File: config.mk
export PLATFORM = sky130hd
export DESIGN_NAME = cafs_top
export DESIGN_NICKNAME = d
export VERILOG_FILES = /design/src/verilog/cafs_pkg.sv /design/src/verilog/cafs_chan_cmp.sv /design/src/verilog/cafs_top.sv
export SDC_FILE = /design/constraint.sdc
export NUM_CORES = 1
export LEC_CHECK = 0
export BUFFER_PORTS_ARGS = -buffer_cell sky130_fd_sc_hd__buf_2
export CAP_MARGIN = 20
export CORE_MARGIN = 5
export CORE_UTILIZATION = 40
export CTS_CLUSTER_DIAMETER = 50
export DETAILED_ROUTE_END_ITERATION = 6
export GPL_ROUTABILITY_DRIVEN = 0
export GPL_TIMING_DRIVEN = 0
export HOLD_SLACK_MARGIN = 0.03
export SYNTH_ARGS = -nofsm -noshare
export SYNTH_HDL_FRONTEND = slang
export SYNTH_SLANG_ARGS = --single-unit
File: constraint.sdc
create_clock -name clock -period 3.6 [get_ports clock]
set_input_delay 0 -clock clock [delete_from_list [all_inputs] [get_ports clock]]
set_output_delay 0 -clock clock [all_outputs]
set_load 0.05 [all_outputs]
File: src/verilog/cafs_pkg.sv
`default_nettype none
package cafs_pkg;
  localparam int ADDR_W = 8;
  localparam int DATA_W = 32;
  localparam int RES_W  = 16;
  localparam int THR_W  = 12;
  localparam int FILL_W = 4;
  localparam int NFLAG  = 8;
  localparam int CODE_W = 8;

  localparam logic [ADDR_W-1:0] OFS_STATUS = 8'h00;
  localparam logic [ADDR_W-1:0] OFS_LOW    = 8'h04;
  localparam logic [ADDR_W-1:0] OFS_HIGH   = 8'h08;
  localparam logic [ADDR_W-1:0] OFS_CFG2   = 8'h0C;
  localparam logic [ADDR_W-1:0] OFS_ISTAT  = 8'h10;
  localparam logic [ADDR_W-1:0] OFS_IMASK  = 8'h14;

  localparam logic [THR_W-1:0]  RST_LOW   = 12'h800;
  localparam logic [THR_W-1:0]  RST_HIGH  = 12'h7FF;
  localparam logic [NFLAG-1:0]  RST_FLAGS = 8'h00;
  localparam logic [NFLAG-1:0]  RST_MASK  = 8'h00;

  localparam logic [CODE_W-1:0] CODE_SOFT = 8'h3C;
  localparam logic [CODE_W-1:0] CODE_HARD = 8'hFF;

  localparam logic [FILL_W-1:0] LOW_FILL  = 4'h0;
  localparam logic [FILL_W-1:0] HIGH_FILL = 4'hF;

  localparam int BIT_A_UNDER = 0;
  localparam int BIT_A_OVER  = 1;
  localparam int BIT_B_UNDER = 2;
  localparam int BIT_B_OVER  = 3;
  localparam int BIT_C_UNDER = 4;
  localparam int BIT_C_OVER  = 5;
  localparam int BIT_D_UNDER = 6;
  localparam int BIT_D_OVER  = 7;

  function automatic logic [RES_W-1:0] thr_low(input logic [THR_W-1:0] t);
    return {t, LOW_FILL};
  endfunction

  function automatic logic [RES_W-1:0] thr_high(input logic [THR_W-1:0] t);
    return {t, HIGH_FILL};
  endfunction
endpackage
`default_nettype wire

File: src/verilog/cafs_chan_cmp.sv
`timescale 1ns/1ps
`default_nettype none
module cafs_chan_cmp (
  input  wire logic                       clock,
  input  wire logic                       rst_n,
  input  wire logic                       result_valid,
  input  wire logic [cafs_pkg::RES_W-1:0] result,
  input  wire logic [cafs_pkg::THR_W-1:0] low_thr,
  input  wire logic [cafs_pkg::THR_W-1:0] high_thr,
  output logic                            under_q,
  output logic                            over_q
);
  import cafs_pkg::*;

  typedef struct packed {
    logic under;
    logic over;
  } cafs_cmp_t;

  cafs_cmp_t s_q;
  cafs_cmp_t s_d;

  always_comb begin
    s_d = '0;
    if (result_valid) begin
      s_d.under = result < thr_low(low_thr);
      s_d.over  = result > thr_high(high_thr);
    end
  end

  always_ff @(posedge clock or negedge rst_n) begin
    if (!rst_n) begin
      s_q <= '0;
    end else begin
      s_q <= s_d;
    end
  end

  assign under_q = s_q.under;
  assign over_q  = s_q.over;
endmodule
`default_nettype wire

File: src/verilog/cafs_top.sv
// Operation
// - Channel D result below the low threshold sets status bit 6.
// - Channel C result above the high threshold sets status bit 5.
// - Channel C result below the low threshold sets status bit 4.
// - Channel B result above the high threshold sets status bit 3.
// - Channel B result below the low threshold sets status bit 2.
// - Channel A result above the high threshold sets status bit 1.
// - Channel A result below the low threshold sets status bit 0.
// - Flags stay set until software reads the status register or writes a reset code to CFG2.
// - Flags read 1 while an alert is pending, are read-only, reset to 0.
// - Channel D result above the high threshold sets status bit 7.
// - Low threshold is the 12-bit field over four zero bits.
// - High threshold is the 12-bit field over four one bits.
// - Writing the soft-reset code to the reset field clears all flags.
`timescale 1ns/1ps
`default_nettype none
module cafs_top (
  input  wire logic                        clock,
  input  wire logic                        rst_n,
  input  wire logic                        psel,
  input  wire logic                        penable,
  input  wire logic                        pwrite,
  input  wire logic [cafs_pkg::ADDR_W-1:0] paddr,
  input  wire logic [cafs_pkg::DATA_W-1:0] pwdata,
  output logic      [cafs_pkg::DATA_W-1:0] prdata,
  output logic                             pready,
  output logic                             pslverr,
  input  wire logic                        result_valid,
  input  wire logic [cafs_pkg::RES_W-1:0]  result_a,
  input  wire logic [cafs_pkg::RES_W-1:0]  result_b,
  input  wire logic [cafs_pkg::RES_W-1:0]  result_c,
  input  wire logic [cafs_pkg::RES_W-1:0]  result_d,
  output logic      [cafs_pkg::NFLAG-1:0]  alert_flags,
  output logic                             irq
);
  import cafs_pkg::*;

  typedef struct packed {
    logic [NFLAG-1:0]  flags;
    logic [THR_W-1:0]  low_thr;
    logic [THR_W-1:0]  high_thr;
    logic [NFLAG-1:0]  ista;
    logic [NFLAG-1:0]  imask;
    logic [DATA_W-1:0] prdata;
    logic              pready;
    logic              pslverr;
    logic              irq;
  } cafs_state_t;

  cafs_state_t s_q;
  cafs_state_t s_d;

  logic [NFLAG-1:0] ev;
  logic [RES_W-1:0] results [4];
  logic             acc;
  logic             wr;
  logic             rd;
  logic             rd_clr;
  logic             soft_clr;
  logic             hard_rst;

  function automatic logic mapped(input logic [ADDR_W-1:0] a);
    return (a == OFS_STATUS) || (a == OFS_LOW) || (a == OFS_HIGH) ||
           (a == OFS_CFG2) || (a == OFS_ISTAT) || (a == OFS_IMASK);
  endfunction

  function automatic logic [DATA_W-1:0] widen8(input logic [NFLAG-1:0] v);
    return {{(DATA_W-NFLAG){1'b0}}, v};
  endfunction

  function automatic logic [DATA_W-1:0] widen12(input logic [THR_W-1:0] v);
    return {{(DATA_W-THR_W){1'b0}}, v};
  endfunction

  assign results[0] = result_a;
  assign results[1] = result_b;
  assign results[2] = result_c;
  assign results[3] = result_d;

  // Flag bit 2k is channel k under, bit 2k+1 is channel k over
  for (genvar k = 0; k < 4; k++) begin : g_chan
    cafs_chan_cmp u_cmp (
      .clock        (clock),
      .rst_n        (rst_n),
      .result_valid (result_valid),
      .result       (results[k]),
      .low_thr      (s_q.low_thr),
      .high_thr     (s_q.high_thr),
      .under_q      (ev[2*k]),
      .over_q       (ev[2*k+1])
    );
  end

  always_comb begin
    acc      = psel && penable && !s_q.pready;
    wr       = acc && pwrite;
    rd       = acc && !pwrite;
    rd_clr   = rd && (paddr == OFS_STATUS);
    hard_rst = wr && (paddr == OFS_CFG2) &&
               (pwdata[CODE_W-1:0] == CODE_HARD);
    soft_clr = hard_rst || (wr && (paddr == OFS_CFG2) &&
               (pwdata[CODE_W-1:0] == CODE_SOFT));

    s_d         = s_q;
    s_d.pready  = acc;
    s_d.pslverr = acc && !mapped(paddr);

    if (rd) begin
      unique case (paddr)
        OFS_STATUS: s_d.prdata = widen8(s_q.flags);
        OFS_LOW:    s_d.prdata = widen12(s_q.low_thr);
        OFS_HIGH:   s_d.prdata = widen12(s_q.high_thr);
        OFS_ISTAT:  s_d.prdata = widen8(s_q.ista);
        OFS_IMASK:  s_d.prdata = widen8(s_q.imask);
        default:    s_d.prdata = '0;
      endcase
    end

    if (wr && (paddr == OFS_LOW)) begin
      s_d.low_thr = pwdata[THR_W-1:0];
    end
    if (wr && (paddr == OFS_HIGH)) begin
      s_d.high_thr = pwdata[THR_W-1:0];
    end
    if (wr && (paddr == OFS_IMASK)) begin
      s_d.imask = pwdata[NFLAG-1:0];
    end
    if (wr && (paddr == OFS_ISTAT)) begin
      s_d.ista = s_q.ista & ~pwdata[NFLAG-1:0];
    end
    if (hard_rst) begin
      s_d.low_thr  = RST_LOW;
      s_d.high_thr = RST_HIGH;
      s_d.imask    = RST_MASK;
      s_d.ista     = RST_FLAGS;
    end

    // Clear by read or soft reset, then new crossings win
    if (rd_clr || soft_clr) begin
      s_d.flags = RST_FLAGS;
    end
    s_d.flags = s_d.flags | ev;
    s_d.ista  = s_d.ista | ev;
    s_d.irq   = |(s_d.ista & s_d.imask);
  end

  always_ff @(posedge clock or negedge rst_n) begin
    if (!rst_n) begin
      s_q          <= '0;
      s_q.flags    <= RST_FLAGS;
      s_q.low_thr  <= RST_LOW;
      s_q.high_thr <= RST_HIGH;
      s_q.imask    <= RST_MASK;
    end else begin
      s_q <= s_d;
    end
  end

  assign prdata      = s_q.prdata;
  assign pready      = s_q.pready;
  assign pslverr     = s_q.pslverr;
  assign alert_flags = s_q.flags;
  assign irq         = s_q.irq;
endmodule
`default_nettype wire

==> out/results.ini, run 1 <==
[synth]
yosysMostFrequentCell=ha_1
yosysTopAreaCell=dfrtp_1
syn-cell-area_um2=5390
syn_inst=522
synth_async_sr_flop_share_pct=100
synth_cell_type_count=52
synth.yosys.seq_area_share_pct=33.2
ys.flop_type=dfrtp_1
syn_avg_cell_area_um2=10.3
yosys_warnings=0
synth-seq-cells=71
synthTopCellsByArea=dfrtp_1 (27%), ha_1 (21%), a21o_1 (6.3%)
post-synth-top-area-fraction_pct=27.4
synth-edff-count=0
synth_common_cells=ha_1 (92), dfrtp_1 (59), a21o_1 (45)

[route]
ant_nets=0
finalWirelength_um=15900
drc_errors=0
vias=4651
wl_per_cell_um=18.5
firstDrtPassIters=5
vias_per_cell=5.39
drt_iter0_drc=270

[final_layout]
antenna_cells=0
layout.cells.non_filler=863
nFillCells=1277
area_growth_pct=24.7
fin_nets=884
drive_above_1_share_pct=30.7

[worst_setup_path]
start_kind=primary input
r2r-end=irq$_DFF_PN0_
crit_chain=dlygate4sd3_1 > buf_2 > or4b_4 > nor4_4 > mux2i_1 > nor2_1 > a22o_1 > or4_1
endpoint_kind=flop
reg2reg_depth=6
path_buf_inv=2
r2r_slack_ns=0.96
crit_path_top_delay_cell=nor4_4
crit_fanout=8
path_class=in2reg
r2r-start=pready$_DFF_PN0_
cp.arrival_ns=3.02
worstPathRequired_ns=3.79
path_depth=8
cpPeakStageDelay_ns=0.69
critical_path.top_delay_family=simple AND/OR/NAND/NOR gates

[min_path]
hp-start=result_b[12]
holdPathStages=3
min_path_type=in2reg
whs_endpoint=g_chan[1].u_cmp.under_q$_DFF_PN0_

[placement]
numPortBuffers=112
dp_hpwl_um=12900
placed_cells_incl_taps=829

[floorplan]
fp.dieW_um=126
row_count=42
dieArea_um2=15900
design.core.area_um2=13200
die_h_um=126
initial_utilization_pct=40.7
io_pins=153

[clocking]
cts_resized=0
clockBufferDepth=2
clock-sinks=71
clk_latency_ns=0.33
clkTransAtPathRegs_ns=0.06
numCtsBuffers=9
post_cts.repair.setup_buffers=0
htree_num_levels=3
clockRootBuffer=clkbuf_16
cts_tree=yes

[global_routing]
grt_pass1_vias=4970
track_usage_pct=19.8
grt_pass1_wl_um=25400
grt_overflow=0
antenna_found_initial=0
grt_max_degree=72

[timing]
period_share_pct=78.5
fin_setup_tns_ns=0
rsz0062_at_grt=false
fin_crit_ns=2.82
worstMarginPinSlew_ns=1.06
finalHoldViolCount=0
maxSlewHeadroom_pct=28.8
whs_ns=0.0525
finClkSkew_ns=0.00743
fmax_mhz=354
maxSlewViolCount=0
setup_viol=0

[job]
drv_cap=0

[power]
pwr_density_cell_nw_per_um2=332
ir_drop_mv=0.186
p_leak_nw=3.16

[status]
status=finished, final reports clean

## stage by stage
stage / power [mW] / util, % / setup slack (ns) / cell area [um^2]
2_1_floorplan: 1.18 / - / 1.01 / 5460
3_5_place_dp: 1.35 / 47.2 / 0.970 / 6250
4_1_cts: 2.25 / 50.8 / 0.807 / 6730
6_report: 2.23 / 50.8 / 0.776 / 6730
3_3_place_gp: 1.34 / 47.1 / 0.979 / 6240
5_1_grt: 2.34 / 50.8 / 0.747 / 6730
## power breakdown
part | switching, mW | internal, mW
Combinational | 0.304 | 0.198
Clock | 0.337 | 0.540
Sequential | 0.0214 | 0.833
## logic make-up (layout without fill, tap and decap cells)
group	count (synthesis)	count (layout)	share of synthesized area (%)
buf+inv	77	223	8.45
compound gates	157	157	21.7
other cells	1	20	0.0696
fa+ha+maj	92	92	21.4
simple gates	105	105	11.4
mux	19	19	3.78
flops	71	71	33.2
## routing by layer
layer	vias to the layer above	track usage [%]	share of wire, %
met3	28	2.84	5.6
li1	2259	-	-
met2	173	32.5	45
met4	0	7.76	3.4
met1	2191	26.4	46
met5	-	0	0
## how the worst max path moves through the flow
stage                    endpoint        startpoint  slack [ns]
detailed placement  irq$_DFF_PN0_          paddr[3]        0.97
CTS                 irq$_DFF_PN0_          paddr[0]        0.81
global placement    irq$_DFF_PN0_          paddr[3]        0.98
global route        irq$_DFF_PN0_          paddr[0]        0.75
floorplan           irq$_DFF_PN0_  pready$_DFF_PN0_        1.01
finish              irq$_DFF_PN0_          paddr[0]        0.78
## state kept, by name (all words and copies together), names as in the netlist
signal	cells
s_q	40
prdata	12
alert_flags	8
g_chan.u_cmp.over_q	4
g_chan.u_cmp.under_q	4
irq	1
pready	1
pslverr	1
## cells in the final DEF (no fill, tap or decap), types with 3 or more instances in the layout
cell	n
and2_1	3
a221o_1	4
clkinvlp_4	3
dlygate4sd3_1	18
o22a_1	8
a31oi_1	12
inv_1	27
and4_1	3
dfstp_2	12
o2111ai_1	3
ha_1	92
a21oi_1	15
nand3_1	13
mux2i_1	8
a21o_1	45
a31o_2	6
nand4_1	14
mux2_2	11
buf_4	42
a22oi_1	20
nor2_1	27
a211oi_1	3
dfrtp_1	59
and3_1	5
o21ai_0	11
nand2b_1	8
conb_1	20
clkbuf_16	9
a22o_1	16
nand2_1	15
clkbuf_1	4
a2111oi_0	3
buf_2	115
## tightest hold or removal path, cell delays in order
cell and delay, ns:
buf_2 0.10, ha_1 0.13, a31oi_1 0.10
## cell type report
class,instances,area [um^2],area share [%]
multi-input cells,393,3220,47.8
well taps,176,220,3.27
inverters,27,101,1.51
clock inverters,6,70.1,1.04
clock buffers,10,229,3.40
plain buffers,50,354,5.27
repair buffers,130,743,11.1
flip-flops and latches,71,1790,26.6
## timing repair
action / CTS / global route
endpoints found under the hold margin: 86 / 0
hold buffers: 18 / 0
setup endpoints to repair: 0 / 0
No activity file was read; power rests on OpenSTA's default activity.
==> run 2, diff against run 1 <==
- PLACE_DENSITY: not set -> 0.66
- clock period: 3.6 -> 2.3 ns (I/O delays scaled with it)
==> out/results.ini, run 2 (synthesis gave the netlist of run 1 again) <==
[floorplan]
die_h_um=126  ; unchanged
design.core.area_um2=13200  ; unchanged
dieArea_um2=15900  ; unchanged
row_count=42  ; unchanged
fp.dieW_um=126  ; unchanged
io_pins=153  ; unchanged
initial_utilization_pct=40.7  ; unchanged

[power]
netSwitchingPower_mw=1.03  ; was 0.662 mW
swShare_pct=28.7  ; was 29.7%
sequentialPowerShare_pct=37.2  ; was 38.3%
clkPwrFrac_pct=40.7  ; was 39.3%
p_leak_nw=3.19  ; was 3.16 nW
p_int_mw=2.56  ; was 1.57 mW
pwr_density_cell_nw_per_um2=530  ; was 332 nW/um^2
ir_drop_mv=0.409  ; was 0.186 mV
comb_power_share_pct=22.1  ; was 22.5%

[worst_setup_path]
path_class=reg2reg  ; was in2reg
cp.arrival_ns=2.47  ; was 3.02 ns
worstPathRequired_ns=2.48  ; was 3.79 ns
crit_fanout=4  ; was 8
crit_start=s_q[56]$_DFFE_PN1P_  ; was paddr[0]
r2r-start=s_q[56]$_DFFE_PN1P_  ; was pready$_DFF_PN0_
endpoint_kind=flop  ; unchanged
start_kind=flop  ; was primary input

[final_layout]
regMostFlops=s_q  ; unchanged
antenna_cells=0  ; unchanged
area_growth_pct=25.9  ; was 24.7%
finalInstanceArea_um2=6790  ; was 6730 um^2
fin_nets=884  ; unchanged
largest_reg_flops=40  ; unchanged
layout.cells.non_filler=863  ; unchanged
final_common_cell=buf_2  ; unchanged
final_cell_mix=buf_2 (114), ha_1 (92), dfrtp_1 (58)  ; was buf_2 (115), ha_1 (92), dfrtp_1 (59)
drive_above_1_share_pct=31.7  ; was 30.7%

[route]
firstDrtPassIters=5  ; unchanged
wl_per_cell_um=18.5  ; about the same
finalWirelength_um=16000  ; was 15900 um
ant_nets=0  ; unchanged
drt_iter0_drc=286  ; was 270
vias=4799  ; was 4651
drc_errors=0  ; unchanged
vias_per_cell=5.56  ; was 5.39

[global_routing]
gr-usage-met3_pct=3.81  ; was 2.84%
grt_pass1_vias=5009  ; was 4970
grt_max_degree=72  ; unchanged
met2_usage_pct=32.9  ; was 32.5%
gr-usage-met1_pct=25.4  ; was 26.4%
grt_pass1_wl_um=25200  ; was 25400 um
grt_overflow=0  ; unchanged
track_usage_pct=19.8  ; about the same
antenna_found_initial=0  ; unchanged
grt_busiest_layer=met2  ; unchanged

[placement]
numPortBuffers=112  ; unchanged
placed_cell_area_um2=6250  ; about the same
dp_hpwl_um=13000  ; was 12900 um
placed_cells_incl_taps=829  ; unchanged

[job]
drv_cap=0  ; unchanged

[min_path]
hp-start=result_valid  ; was result_b[12]
min_path_type=in2reg  ; unchanged

[clocking]
clockRootBuffer=clkbuf_16  ; unchanged
clock-sinks=71  ; unchanged
clockBufferDepth=2  ; unchanged
numCtsBuffers=9  ; unchanged
clk_latency_ns=0.33  ; about the same
htree_num_levels=3  ; unchanged
cts_tree=yes  ; unchanged
clkTransAtPathRegs_ns=0.06  ; about the same

[timing]
finClkSkew_ns=0.00814  ; was 0.00743 ns
maxSlewHeadroom_pct=31.9  ; was 28.8%
whs_ns=0.0602  ; was 0.0525 ns
maxSlewViolCount=0  ; unchanged
finalHoldViolCount=0  ; unchanged
period_share_pct=99.7
setup_viol=0  ; unchanged
rsz0062_at_grt=true  ; was false
fmax_mhz=436
worstMarginPinSlew_ns=1.01  ; was 1.06 ns
fin_crit_ns=2.29

[status]
status=finished, final reports clean  ; unchanged

run 2: final timing paths:
check	endpoint	slack (ns)	depth (start not counted)
setup reg to reg	g_chan[3].u_cmp.over_q$_DFF_PN0_	0.006	8
min in group asynchronous	s_q[64]$_DFFE_PN0P_	0.33	2
setup / recovery	g_chan[3].u_cmp.over_q$_DFF_PN0_	0.006	8
hold / removal	g_chan[0].u_cmp.over_q$_DFF_PN0_	0.06	2
max in group asynchronous	pready$_DFF_PN0_	1.35	2
hold reg to reg	alert_flags[3]$_DFF_PN0_	0.48	1
run 2: per-stage QoR:
stage / setup slack (ns) / TNS, ns / utilization (%) / power [mW]
6_report: 0.00625 / 0 / 51.3 / 3.60
5_1_grt: -0.0842 / -0.102 / 51.3 / 3.75
4_1_cts: 0.00537 / 0 / 51.0 / 3.61
3_5_place_dp: -0.300 / -0.487 / 47.2 / 2.12
3_3_place_gp: -0.297 / -0.462 / 47.2 / 2.09
2_1_floorplan: -0.103 / -0.103 / - / 1.85
run 2: layout make-up:
type	instances	area, um^2
Fill cell	1258	6450
Multi-Input combinational cell	393	3250
Sequential cell	71	1790
Timing Repair Buffer	130	754
Buffer	50	360
Clock buffer	10	229
Tap cell	176	220
Inverter	27	101
Clock inverter	6	86.3
run 2: timing repair:
action / CTS / global route
hold endpoints to repair: 86 / 0
buffers inserted: 2 / 0
pin swaps: 1 / 3
gates resized for setup: 2 / 10
setup endpoints to repair: 2 / 4
hold buffers: 16 / 0
run 2: power groups by stage:
stage               Sequential [mW]  Combinational (mW)  Clock (mW)
floorplan                      1.36               0.495           0
finish                         1.34               0.794        1.47
global placement               1.36               0.737           0
detailed placement             1.36               0.762           0
global route                   1.34               0.871        1.54
CTS                            1.34               0.788        1.48
run 2: per-layer routing:
layer	routed length (um)	vias to the layer above
li1	-	2260
met1	6870	2304
met2	7580	206
met3	1120	29
met4	442	0
met5	0	-
run 2: worst max-delay path, cell delays in order (launching register included):
cell       delay [ns]
dfstp_2          0.57
inv_1            0.12
ha_1             0.32
a21o_1           0.17
a21o_1           0.17
a21oi_1          0.14
nor2_1           0.06
a2111oi_1        0.41
o21ai_1          0.19
==> run 3, diff against run 2 <==
- CORE_MARGIN: 5 -> 2
==> out/results.ini, run 3 (synthesis gave the netlist of run 1 again) <==
[final_layout]
final_common_cell=buf_2  ; unchanged
final_cell_mix=buf_2 (114), ha_1 (92), dfrtp_1 (58)  ; unchanged
final_util_pct=51.3  ; about the same
antenna_cells=0  ; unchanged
regMostFlops=s_q  ; unchanged
fin_nets=887  ; was 884
nFillCells=1214  ; was 1258
drive_above_1_share_pct=32.3  ; was 31.7%
area_growth_pct=25.6  ; was 25.9%
layout.cells.non_filler=866  ; was 863
largest_reg_flops=40  ; unchanged

[clocking]
clk_latency_ns=0.33  ; about the same
cts_tree=yes  ; unchanged
clockBufferDepth=2  ; unchanged
clkTransAtPathRegs_ns=0.06  ; about the same
clockRootBuffer=clkbuf_16  ; unchanged
htree_num_levels=3  ; unchanged
numCtsBuffers=9  ; unchanged
clock-sinks=71  ; unchanged

[worst_setup_path]
cpPeakStageDelay_ns=0.52  ; was 0.57 ns
r2r_slack_ns=-0.04  ; was 0.006 ns
crit_start=pready$_DFF_PN0_  ; was s_q[56]$_DFFE_PN1P_
crit_chain=nand3b_1 > buf_6 > nor4_4 > buf_12 > mux2i_1 > nor2_1 > a22o_1 > or4_4  ; was inv_1 > ha_1 > a21o_1 > a21o_1 > a21oi_1 > nor2_1 > a2111oi_1 > o21ai_1
path_buf_inv=2  ; was 1
crit_path_top_delay_cell=or4_4  ; was dfstp_2
r2r-start=pready$_DFF_PN0_  ; was s_q[56]$_DFFE_PN1P_
endpoint_kind=flop  ; unchanged
cp.arrival_ns=2.53  ; was 2.47 ns
worstPathRequired_ns=2.50  ; was 2.48 ns
path_class=reg2reg  ; unchanged
start_kind=flop  ; unchanged
critical_path.top_delay_family=simple AND/OR/NAND/NOR gates  ; was compound AO/OA/AOI/OAI gates
crit_fanout=7  ; was 4

[global_routing]
grt_pass1_wl_um=24900  ; was 25200 um
grt_overflow=0  ; unchanged
track_usage_pct=22.2  ; was 19.8%
grt_pass1_vias=4785  ; was 5009
grt_max_degree=72  ; unchanged
antenna_found_initial=0  ; unchanged

[floorplan]
die_h_um=120  ; was 126 um
row_count=42  ; unchanged
fp.dieW_um=120  ; was 126 um
dieArea_um2=14400  ; was 15900 um^2
initial_utilization_pct=40.9  ; was 40.7%
design.core.area_um2=13200  ; about the same
io_pins=153  ; unchanged

[route]
drt_iter0_drc=311  ; was 286
vias=4808  ; was 4799
finalWirelength_um=16100  ; was 16000 um
drc_errors=0  ; unchanged
ant_nets=0  ; unchanged
firstDrtPassIters=5  ; unchanged
vias_per_cell=5.55  ; was 5.56
wl_per_cell_um=18.6  ; was 18.5 um

[placement]
numPortBuffers=112  ; unchanged
dp_slack_ns=-0.323  ; was -0.300 ns
dp_hpwl_um=12700  ; was 13000 um
placed_cells_incl_taps=829  ; unchanged

[status]
violations=setup timing
status=complete, but fails checks  ; was finished, final reports clean

[min_path]
hp-start=result_valid  ; unchanged
min_path_type=in2reg  ; unchanged

[power]
pwr_density_cell_nw_per_um2=503  ; was 530 nW/um^2
ir_drop_mv=0.354  ; was 0.409 mV
p_leak_nw=3.19  ; about the same

[timing]
maxSlewViolCount=0  ; unchanged
finClkSkew_ns=0.00644  ; was 0.00814 ns
setup_viol=1  ; was 0
fin_crit_ns=2.34  ; was 2.29 ns
whs_ns=0.0277  ; was 0.0602 ns
worstMarginPinSlew_ns=1.01  ; about the same
fin_setup_tns_ns=-0.0356  ; was 0 ns
rsz0062_at_grt=true  ; unchanged
worst_slack_ns=-0.0356  ; was 0.00625 ns
fmax_mhz=428  ; was 436 MHz
period_share_pct=102  ; was 99.7%
finalHoldViolCount=0  ; unchanged
maxSlewHeadroom_pct=32.0  ; was 31.9%

[job]
drv_cap=0  ; unchanged

==> run 3: cell types whose count changed in the layout (fill, tap and decap cells not counted), sizes merged <==
| cell | change |
|---|---|
| clkinv | +2 |
| bufinv | -2 |
| buf | +3 |
==> run 3: through the flow <==
step           power, mW  area, um^2
5_1_grt             3.55        6770
4_1_cts             3.40        6750
3_5_place_dp        2.12        6250
3_3_place_gp        2.09        6250
6_report            3.40        6770
2_1_floorplan       1.85        5470
==> run 3: area by class of cell <==
| type | instances | area [um^2] | share of cell area, % |
|---|---|---|---|
| flip-flops and latches | 71 | 1790 | 26.5 |
| inverters | 27 | 101 | 1.50 |
| repair buffers | 133 | 790 | 11.7 |
| plain buffers | 50 | 357 | 5.27 |
| clock inverters | 6 | 36.3 | 0.536 |
| well taps | 176 | 220 | 3.25 |
| clock buffers | 10 | 239 | 3.53 |
| multi-input cells | 393 | 3240 | 47.8 |
==> run 3: power by group <==
group	total, mW	switching (mW)	internal (mW)
Sequential	1.34	0.0331	1.30
Clock	1.27	0.518	0.752
Combinational	0.797	0.481	0.316
==> run 3: worst paths after layout <==
path,to,depth (start not counted)
worst max-delay path,irq$_DFF_PN0_,8
worst min-delay path,g_chan[2].u_cmp.over_q$_DFF_PN0_,2
worst max register to register,irq$_DFF_PN0_,8
worst min register to register,prdata[10]$_DFFE_PN0P_,2
max in group asynchronous,pready$_DFF_PN0_,2
min in group asynchronous,prdata[0]$_DFFE_PN0P_,2
==> run 3: per-layer routing <==
layer	vias to the layer above	GRT usage (%)	routed length [um]	part of all wire (%)
li1	2264	-	-	-
met1	2279	29.6	7040	44
met2	239	37.4	7670	48
met3	26	3.47	1110	6.9
met4	0	5.96	246	1.5
met5	-	0	0	0
==> run 3: worst register-to-register path: stages, from the launching register on <==
cell and delay (ns):
dfrtp_2 0.39, nand3b_1 0.26, buf_6 0.19, nor4_4 0.18, buf_12 0.18, mux2i_1 0.21, nor2_1 0.08, a22o_1 0.21
or4_4 0.52
==> run 3: timing repair <==
| item | in CTS | in global routing |
|---|---|---|
| pin swaps | 3 | 2 |
| setup buffers | 4 | 1 |
| gates cloned | 0 | 0 |
| hold buffers | 16 | 0 |
| hold endpoints to repair | 84 | 0 |
| resized for setup | 3 | 8 |
| setup endpoints to repair | 2 | 4 |
